[config.mk]
export PLATFORM = sky130hd
export DESIGN_NAME = sfsf_status
export DESIGN_NICKNAME = d
export VERILOG_FILES = /design/src/inc/sfsf_pkg.sv /design/src/verilog/sfsf_status.sv
export SDC_FILE = /design/constraint.sdc
export NUM_CORES = 1
export LEC_CHECK = 0
export BUFFER_PORTS_ARGS = -buffer_cell sky130_fd_sc_hd__buf_4
export CORE_UTILIZATION = 30
export DETAILED_ROUTE_END_ITERATION = 16
export SLEW_MARGIN = 20
export SYNTH_ARGS = -nofsm -noshare
export SYNTH_HDL_FRONTEND = slang
export SYNTH_SLANG_ARGS = --single-unit
[constraint.sdc]
create_clock -name clk_in -period 2.2 [get_ports clk_in]
set_input_delay 0.55 -clock clk_in [delete_from_list [all_inputs] [get_ports clk_in]]
set_output_delay 0.55 -clock clk_in [all_outputs]
set_load 0.03 [all_outputs]
[src/inc/sfsf_pkg.sv]
// constants, field layout and carrier types of the serial status flag block
`default_nettype none
package sfsf_pkg;
    // =====================================================
    // register port
    localparam int ADDR_W = 8;
    localparam int DATA_W = 16;
    localparam int CNT_W = 8;
    localparam int CTRL_W = 4;
    localparam logic [ADDR_W-1:0] STATUS_ADDR = 8'h00;
    localparam logic [ADDR_W-1:0] CONTROL_ADDR = 8'h04;
    localparam logic [ADDR_W-1:0] STOPCNT_ADDR = 8'h08;
    // =====================================================
    // serial_status field positions
    localparam int OVERRUN_BIT = 9;
    localparam int TXMATCH_BIT = 8;
    localparam int RXERR_BIT = 7;
    localparam int TXEND_BIT = 6;
    localparam int TXTHR_BIT = 5;
    localparam int BREAK_BIT = 4;
    localparam int FRAMING_BIT = 3;
    localparam int PARITY_BIT = 2;
    localparam int RXFULL_BIT = 1;
    localparam int READY_BIT = 0;
    localparam int RSVD_LSB = 10;
    localparam logic [DATA_W-1:0] CLR_MASK = 16'h03b3;
    localparam logic [DATA_W-1:0] STATUS_RST = 16'h0000;
    // =====================================================
    // serial_control field positions and reset values
    localparam int CTRL_RX_EN = 0;
    localparam int CTRL_SYNC = 1;
    localparam int CTRL_PAR_EN = 2;
    localparam int CTRL_PAR_ODD = 3;
    localparam logic [CTRL_W-1:0] CTRL_RST = 4'h0;
    localparam logic [CNT_W-1:0] STOPCNT_RST = 8'h00;
    localparam logic [CNT_W-1:0] TXCNT_RST = 8'h00;
    // =====================================================
    // carrier types
    typedef struct packed {
        logic [7:0] data;
        logic parity;
        logic stop;
    } sfsf_rx_char_t;
    typedef struct packed {
        logic [7:0] data;
        logic framing_err;
        logic parity_err;
    } sfsf_store_t;
    typedef struct packed {
        logic txfifo_thr;
        logic line_break;
        logic rxfifo_full;
        logic data_ready;
    } sfsf_ext_set_t;
    typedef struct packed {
        logic tx_end;
        logic framing;
        logic parity;
    } sfsf_ro_t;
endpackage : sfsf_pkg
`default_nettype wire

[src/verilog/sfsf_status.sv]
// serial status register with read-then-clear flags and receive gating
// =====================================================
// Function
// RULE_01: one 16-bit readable writable status register
// RULE_02: software writes never set any flag
// RULE_03: clear by writing 0 after reading 1
// RULE_04: transmit end and error indicators read-only
// RULE_05: bits 15 to 10 read zero
// RULE_06: overrun sets when full FIFO receives
// RULE_07: overrun only valid in asynchronous mode
// RULE_08: overrun clears on reset or read-clear
// RULE_09: receive disable leaves overrun unchanged
// RULE_10: overrun keeps FIFO, drops new, halts
// RULE_11: count match sets when count equals setting
// RULE_12: count match clears on reset or read-clear
// RULE_13: receive error marks framing or parity
// RULE_14: error on zero stop or parity mismatch
// RULE_15: only first stop bit is checked
// RULE_16: error clears; bad character still stored
// RULE_17: unread write of 0 leaves flag
// RULE_18: reserved and read-only writes change nothing
`default_nettype none
module sfsf_status (
    // clock and reset
    input wire logic clk_in,
    input wire logic sys_rst_in,
    // register port
    input wire logic [sfsf_pkg::ADDR_W-1:0] addr_in,
    input wire logic [sfsf_pkg::DATA_W-1:0] wr_data_in,
    input wire logic wr_in,
    input wire logic rd_in,
    output logic [sfsf_pkg::DATA_W-1:0] rd_data_out,
    // receive side
    input wire logic rx_done_in,
    input wire sfsf_pkg::sfsf_rx_char_t rx_char_in,
    input wire logic rx_fifo_full_in,
    output logic rx_store_out,
    output sfsf_pkg::sfsf_store_t rx_store_data_out,
    // transmit side
    input wire logic tx_item_done_in,
    // flag sources and indicators of the neighbouring datapath
    input wire sfsf_pkg::sfsf_ext_set_t ext_set_in,
    input wire sfsf_pkg::sfsf_ro_t ro_in,
    // control levels for the datapath
    output logic receive_enable_out,
    output logic overrun_error_flag_out
);
    import sfsf_pkg::*;

    // =====================================================
    // decode
    logic wr_status;
    logic rd_status;
    logic wr_control;
    logic wr_stopcnt;
    assign wr_status = wr_in && (addr_in == STATUS_ADDR);
    assign rd_status = rd_in && (addr_in == STATUS_ADDR);
    assign wr_control = wr_in && (addr_in == CONTROL_ADDR);
    assign wr_stopcnt = wr_in && (addr_in == STOPCNT_ADDR);

    // =====================================================
    // control and transmit stop count
    logic [CTRL_W-1:0] control_r;
    logic [CNT_W-1:0] transmit_stop_count_r;

    always_ff @(posedge clk_in) begin
        if (sys_rst_in) begin
            control_r <= CTRL_RST;
        end else if (wr_control) begin
            control_r <= wr_data_in[CTRL_W-1:0];
        end
    end

    always_ff @(posedge clk_in) begin
        if (sys_rst_in) begin
            transmit_stop_count_r <= STOPCNT_RST;
        end else if (wr_stopcnt) begin
            transmit_stop_count_r <= wr_data_in[CNT_W-1:0];
        end
    end

    logic async_mode;
    assign async_mode = !control_r[CTRL_SYNC];

    // =====================================================
    // receive acceptance
    logic [DATA_W-1:0] flag_r;
    logic overrun;
    logic rx_take;
    logic rx_accept;
    logic rx_overrun_evt;
    logic stop_bad;
    logic par_bad;
    logic rx_err_evt;
    assign overrun = flag_r[OVERRUN_BIT];
    assign rx_take = rx_done_in && control_r[CTRL_RX_EN];
    // a set overrun flag halts reception; full FIFO drops the new one
    assign rx_overrun_evt = rx_take && !overrun && rx_fifo_full_in
        && async_mode; // [RULE_06] [RULE_07]
    assign rx_accept = rx_take && !overrun && !rx_fifo_full_in; // [RULE_10]
    // only the first stop bit is carried and checked
    assign stop_bad = !rx_char_in.stop; // [RULE_14] [RULE_15]
    assign par_bad = control_r[CTRL_PAR_EN]
        && ((^rx_char_in.data ^ rx_char_in.parity)
        != control_r[CTRL_PAR_ODD]); // [RULE_14]
    assign rx_err_evt = rx_accept && async_mode
        && (stop_bad || par_bad); // [RULE_13] [RULE_16]

    always_ff @(posedge clk_in) begin
        if (sys_rst_in) begin
            rx_store_out <= 1'b0;
        end else begin
            rx_store_out <= rx_accept; // [RULE_16]
        end
    end

    always_ff @(posedge clk_in) begin
        if (sys_rst_in) begin
            rx_store_data_out <= '0;
        end else if (rx_accept) begin
            rx_store_data_out.data <= rx_char_in.data;
            rx_store_data_out.framing_err <= stop_bad && async_mode;
            rx_store_data_out.parity_err <= par_bad && async_mode;
        end
    end

    // =====================================================
    // transmit count match
    logic [CNT_W-1:0] tx_count_r;
    logic [CNT_W-1:0] tx_count_nxt;
    logic tx_match_evt;
    assign tx_count_nxt = tx_count_r + 8'h01;
    assign tx_match_evt = tx_item_done_in
        && (tx_count_nxt == transmit_stop_count_r); // [RULE_11]

    always_ff @(posedge clk_in) begin
        if (sys_rst_in || wr_stopcnt) begin
            tx_count_r <= TXCNT_RST;
        end else if (tx_match_evt) begin
            tx_count_r <= TXCNT_RST;
        end else if (tx_item_done_in) begin
            tx_count_r <= tx_count_nxt;
        end
    end

    // =====================================================
    // clearable flags
    logic [DATA_W-1:0] set_vec;
    logic [DATA_W-1:0] armed_r;
    logic [DATA_W-1:0] clr_vec;
    always_comb begin
        set_vec = '0;
        set_vec[OVERRUN_BIT] = rx_overrun_evt;
        set_vec[TXMATCH_BIT] = tx_match_evt;
        set_vec[RXERR_BIT] = rx_err_evt;
        set_vec[TXTHR_BIT] = ext_set_in.txfifo_thr;
        set_vec[BREAK_BIT] = ext_set_in.line_break;
        set_vec[RXFULL_BIT] = ext_set_in.rxfifo_full;
        set_vec[READY_BIT] = ext_set_in.data_ready;
    end
    // a 0 clears only where that flag was seen as 1
    assign clr_vec = {DATA_W{wr_status}} & ~wr_data_in & armed_r
        & CLR_MASK; // [RULE_03] [RULE_17] [RULE_18]

    always_ff @(posedge clk_in) begin
        if (sys_rst_in) begin
            flag_r <= STATUS_RST; // [RULE_08] [RULE_12] [RULE_16]
        end else begin
            for (int i = 0; i < DATA_W; i++) begin
                if (CLR_MASK[i] && set_vec[i]) begin
                    flag_r[i] <= 1'b1; // set wins over clear [RULE_02]
                end else if (clr_vec[i]) begin
                    flag_r[i] <= 1'b0; // [RULE_03] [RULE_08] [RULE_12]
                end
            end
        end
    end

    always_ff @(posedge clk_in) begin
        if (sys_rst_in) begin
            armed_r <= '0;
        end else begin
            for (int i = 0; i < DATA_W; i++) begin
                if (clr_vec[i]) begin
                    armed_r[i] <= 1'b0;
                end else if (rd_status && flag_r[i] && CLR_MASK[i]) begin
                    armed_r[i] <= 1'b1; // [RULE_03]
                end
            end
        end
    end

    // =====================================================
    // read path
    logic [DATA_W-1:0] status_view;
    logic [DATA_W-1:0] rd_nxt;
    always_comb begin
        status_view = flag_r & CLR_MASK; // [RULE_05]
        status_view[TXEND_BIT] = ro_in.tx_end; // [RULE_04]
        status_view[FRAMING_BIT] = ro_in.framing; // [RULE_04]
        status_view[PARITY_BIT] = ro_in.parity; // [RULE_04]
    end

    always_comb begin
        rd_nxt = '0;
        if (rd_in) begin
            case (addr_in)
                STATUS_ADDR: rd_nxt = status_view; // [RULE_01]
                CONTROL_ADDR: rd_nxt[CTRL_W-1:0] = control_r;
                STOPCNT_ADDR: rd_nxt[CNT_W-1:0] = transmit_stop_count_r;
                default: rd_nxt = '0;
            endcase
        end
    end

    always_ff @(posedge clk_in) begin
        if (sys_rst_in) begin
            rd_data_out <= '0;
        end else begin
            rd_data_out <= rd_nxt;
        end
    end

    always_ff @(posedge clk_in) begin
        if (sys_rst_in) begin
            receive_enable_out <= 1'b0;
            overrun_error_flag_out <= 1'b0;
        end else begin
            receive_enable_out <= control_r[CTRL_RX_EN];
            overrun_error_flag_out <= set_vec[OVERRUN_BIT]
                || (overrun && !clr_vec[OVERRUN_BIT]); // [RULE_09]
        end
    end
endmodule : sfsf_status
`default_nettype wire

==> impl_metrics.tcl <==
set metrics [dict create \
    status "finished clean" \
    switching_share_pct 24.54 \
    synth.top_cell.area_share_pct 44.23 \
    grt_use_total_pct 15.63 \
    fp.dieArea_um2 8975 \
    fp.dieW_um 94.74 \
    synth_area_um2 2580 \
    number_of_clock_sinks 57 \
    crit_type "flip-flop to flip-flop" \
    final_hold_vio_count 0 \
    wire_length_of_the_first_global_routing_pass_mm 10.40 \
    timing_max_transition_violations_final 0 \
    power_frac_seq_pct 51.3 \
    static-leakage-power_nw 1.409 \
    firstDrtPassIters 4 \
    synth-async-reset-ratio_pct 0 \
    max_cap_viol_count 0 \
    cts-root-to-sink-buffers 2 \
    worst_clock_skew_ns 0.006552 \
    finalCriticalPeriod_ns 2.050 \
    detailedPlacementHpwl_mm 4.693 \
    cts_root_buffer "clkbuf_8" \
    ys_seq_area_share_pct 44.23 \
    fin_area_um2 3386 \
    final.period_utilization_pct 93.20 \
    endpoint_kind "flip-flop" \
    cp_data_arrival_time_ns 2.26 \
    core_area_um2 8258 \
    clock_tree.htree_level_count 3 \
    totalNegativeSetupSlack_ns 0 \
    globalplace.congestion 0.8233 \
    count_of_distinct_cell_types_in_the_synthesized_netlist 43 \
    max_freq_mhz 487.7 \
    layout.nets 417 \
    synth_cells 292 \
    route.detailed.vias_per_inst 4.845 \
    report.final.setup_viol 0 \
    grt_max_degree 32 \
    yosys-top-cells-area "dfxtp_1 (44%), a21oi_1 (6.4%), nand2_1 (5.4%)" \
    synth_ff_type "dfxtp_1" \
    post-cts-setup-buffers 0 \
    postPlaceCellArea_um2 3233 \
    hold_buf_count_cts 0 \
    floorplan.die.height_um 94.74 \
    clockPowerShare_pct 38.2 \
    initial_core_util_pct 31.24 \
    synth.cells.most_frequent "dfxtp_1 (57), nand2_1 (37), a21oi_1 (33)" \
    crit_required_ns 2.41 \
    n_antenna_cell 0 \
    yosysMostFrequentCell "dfxtp_1" \
    power.internal_mw 1.549 \
    p_switching_uw 503.8 \
    yosysWarningCount 0 \
    worst_setup_hold_path_clk_slew_ns 0.06 \
    startpoint_type "flip-flop" \
    remaining_drc_errors 0 \
    dr_total_vias 2306 \
    critPathMaxFanout 7 \
    ys_ff_latch 57 \
    power.share.combinational_pct 10.5 \
    grt_pass1_vias 2224 \
    final_global_route_overflow_total 0 \
    grt_setup_unrepaired "false" \
    buffer_ports.inserted 64 \
    mean_cell_area_of_the_mapped_netlist_um2 8.836 \
    cts-buffers-inserted 9 \
    vdd_drop_max_mv 0.2390 \
    worstHoldPathType "input port to flip-flop" \
    antenna_found_initial 0 \
    post_cts_resize_count 0 \
    placementRows 33 \
    syn2layout_area_growth_pct 31.23 \
    drtIter0Drc 97 \
    clock_insertion_delay_worst_skew_ns 0.34 \
    wire_per_inst_um 13.27 \
    final_layout_size_suffix_gt1_share_pct 29.38 \
    number_of_flops_mapped_to_enable_cells_by_yosys 0 \
    tritoncts_clock_tree "yes" \
    synth.largest_area_cell "dfxtp_1" \
    antenna_left 0 \
    boundaryPins 77 \
    routed_wirelength_mm 6.315 \
    power_per_cell_area_nw_per_um2 606.4 \
]
## final cells by class
type | count | area [µm²]
clock buffer | 10 | 127.6
clock inverter | 4 | 22.52
sequential | 57 | 1141
multi-input combinational | 215 | 1336
tap | 105 | 131.4
fill | 862 | 4872
inverter | 3 | 11.26
timing repair buffer | 82 | 615.6
## flip-flops by register name, indices dropped and copies added (netlist names)
| name | cells |
|---|---|
| armed_r | 7 |
| control_r | 4 |
| flag_r | 7 |
| overrun_error_flag_out | 1 |
| rd_data_out | 10 |
| receive_enable_out | 1 |
| rx_store_data_out | 10 |
| rx_store_out | 1 |
| transmit_stop_count_r | 8 |
| tx_count_r | 8 |
## critical path, stage by stage, from the launching register on
cell and delay [ns]:
dfxtp_1 0.49, nand2_1 0.16, o21a_1 0.23, or4_4 0.53, a211oi_4 0.31, buf_4 0.17, nor4_1 0.05
## through the flow
step	cells	util, %	worst slack [ns]	hold WS (ns)	total power [mW]
floorplan	297	-	0.1462	0.4378	1.196
global placement	462	39.15	0.07107	0.4478	1.289
detailed placement	462	39.15	0.04246	0.4518	1.292
CTS	476	40.97	0.1430	0.4031	2.080
global route	476	41.00	0.04614	0.4190	2.141
finish	476	41.00	0.1495	0.4133	2.053
## cell families (layout without fill, tap and decap cells)
logic type / after synthesis / count (layout) / synth area share, %
flip-flops: 57 / 57 / 44.23
buffers and inverters: 25 / 99 / 4.801
AND/OR/NAND/NOR: 120 / 120 / 25.12
adder cells (fa/ha/maj): 1 / 1 / 0.4849
XOR/XNOR: 24 / 24 / 8.681
multiplexers: 13 / 13 / 5.043
AO/OA/AOI/OAI: 51 / 51 / 11.49
other: 1 / 6 / 0.1454
## power groups by stage
stage | clock network [mW] | registers, mW | logic (mW)
floorplan | 0 | 1.08 | 0.120
global placement | 0 | 1.07 | 0.214
detailed placement | 0 | 1.08 | 0.217
CTS | 0.810 | 1.05 | 0.219
global route | 0.851 | 1.05 | 0.237
finish | 0.784 | 1.05 | 0.216
## layer usage
metal	GRT usage [%]	wire (µm)	part of all wire, %	vias up
met5	0	0	0	-
met4	7.576	112	1.8	0
met3	5.153	445	7.0	9
met2	24.52	2859	45	69
met1	19.14	2898	46	1078
li1	-	-	-	1150
## worst paths after layout
path	start	to	slack [ns]	depth (start not counted)
setup / recovery	tx_count_r[3]	tx_count_r[3]	0.15	6
hold / removal	ext_set_in[1]	flag_r[1]	0.41	3
setup reg to reg	tx_count_r[3]	tx_count_r[3]	0.15	6
hold reg to reg	rx_store_data_out[3]	rx_store_data_out[3]	0.46	2
## cells in the final DEF, fill, tap and decap left out, types with 4 or more instances in the layout
cell	instances
dfxtp_1	57
conb_1	6
or3b_2	5
xnor2_1	14
nand3_1	5
nand3b_1	8
nor4_1	8
o21ai_0	8
xor2_1	9
nor2_1	26
a21oi_1	33
clkbuf_8	9
mux2i_1	13
nand2_1	37
buf_4	82
nor2b_1	5
nand4_1	4
No activity file was read; power rests on OpenSTA's default activity.
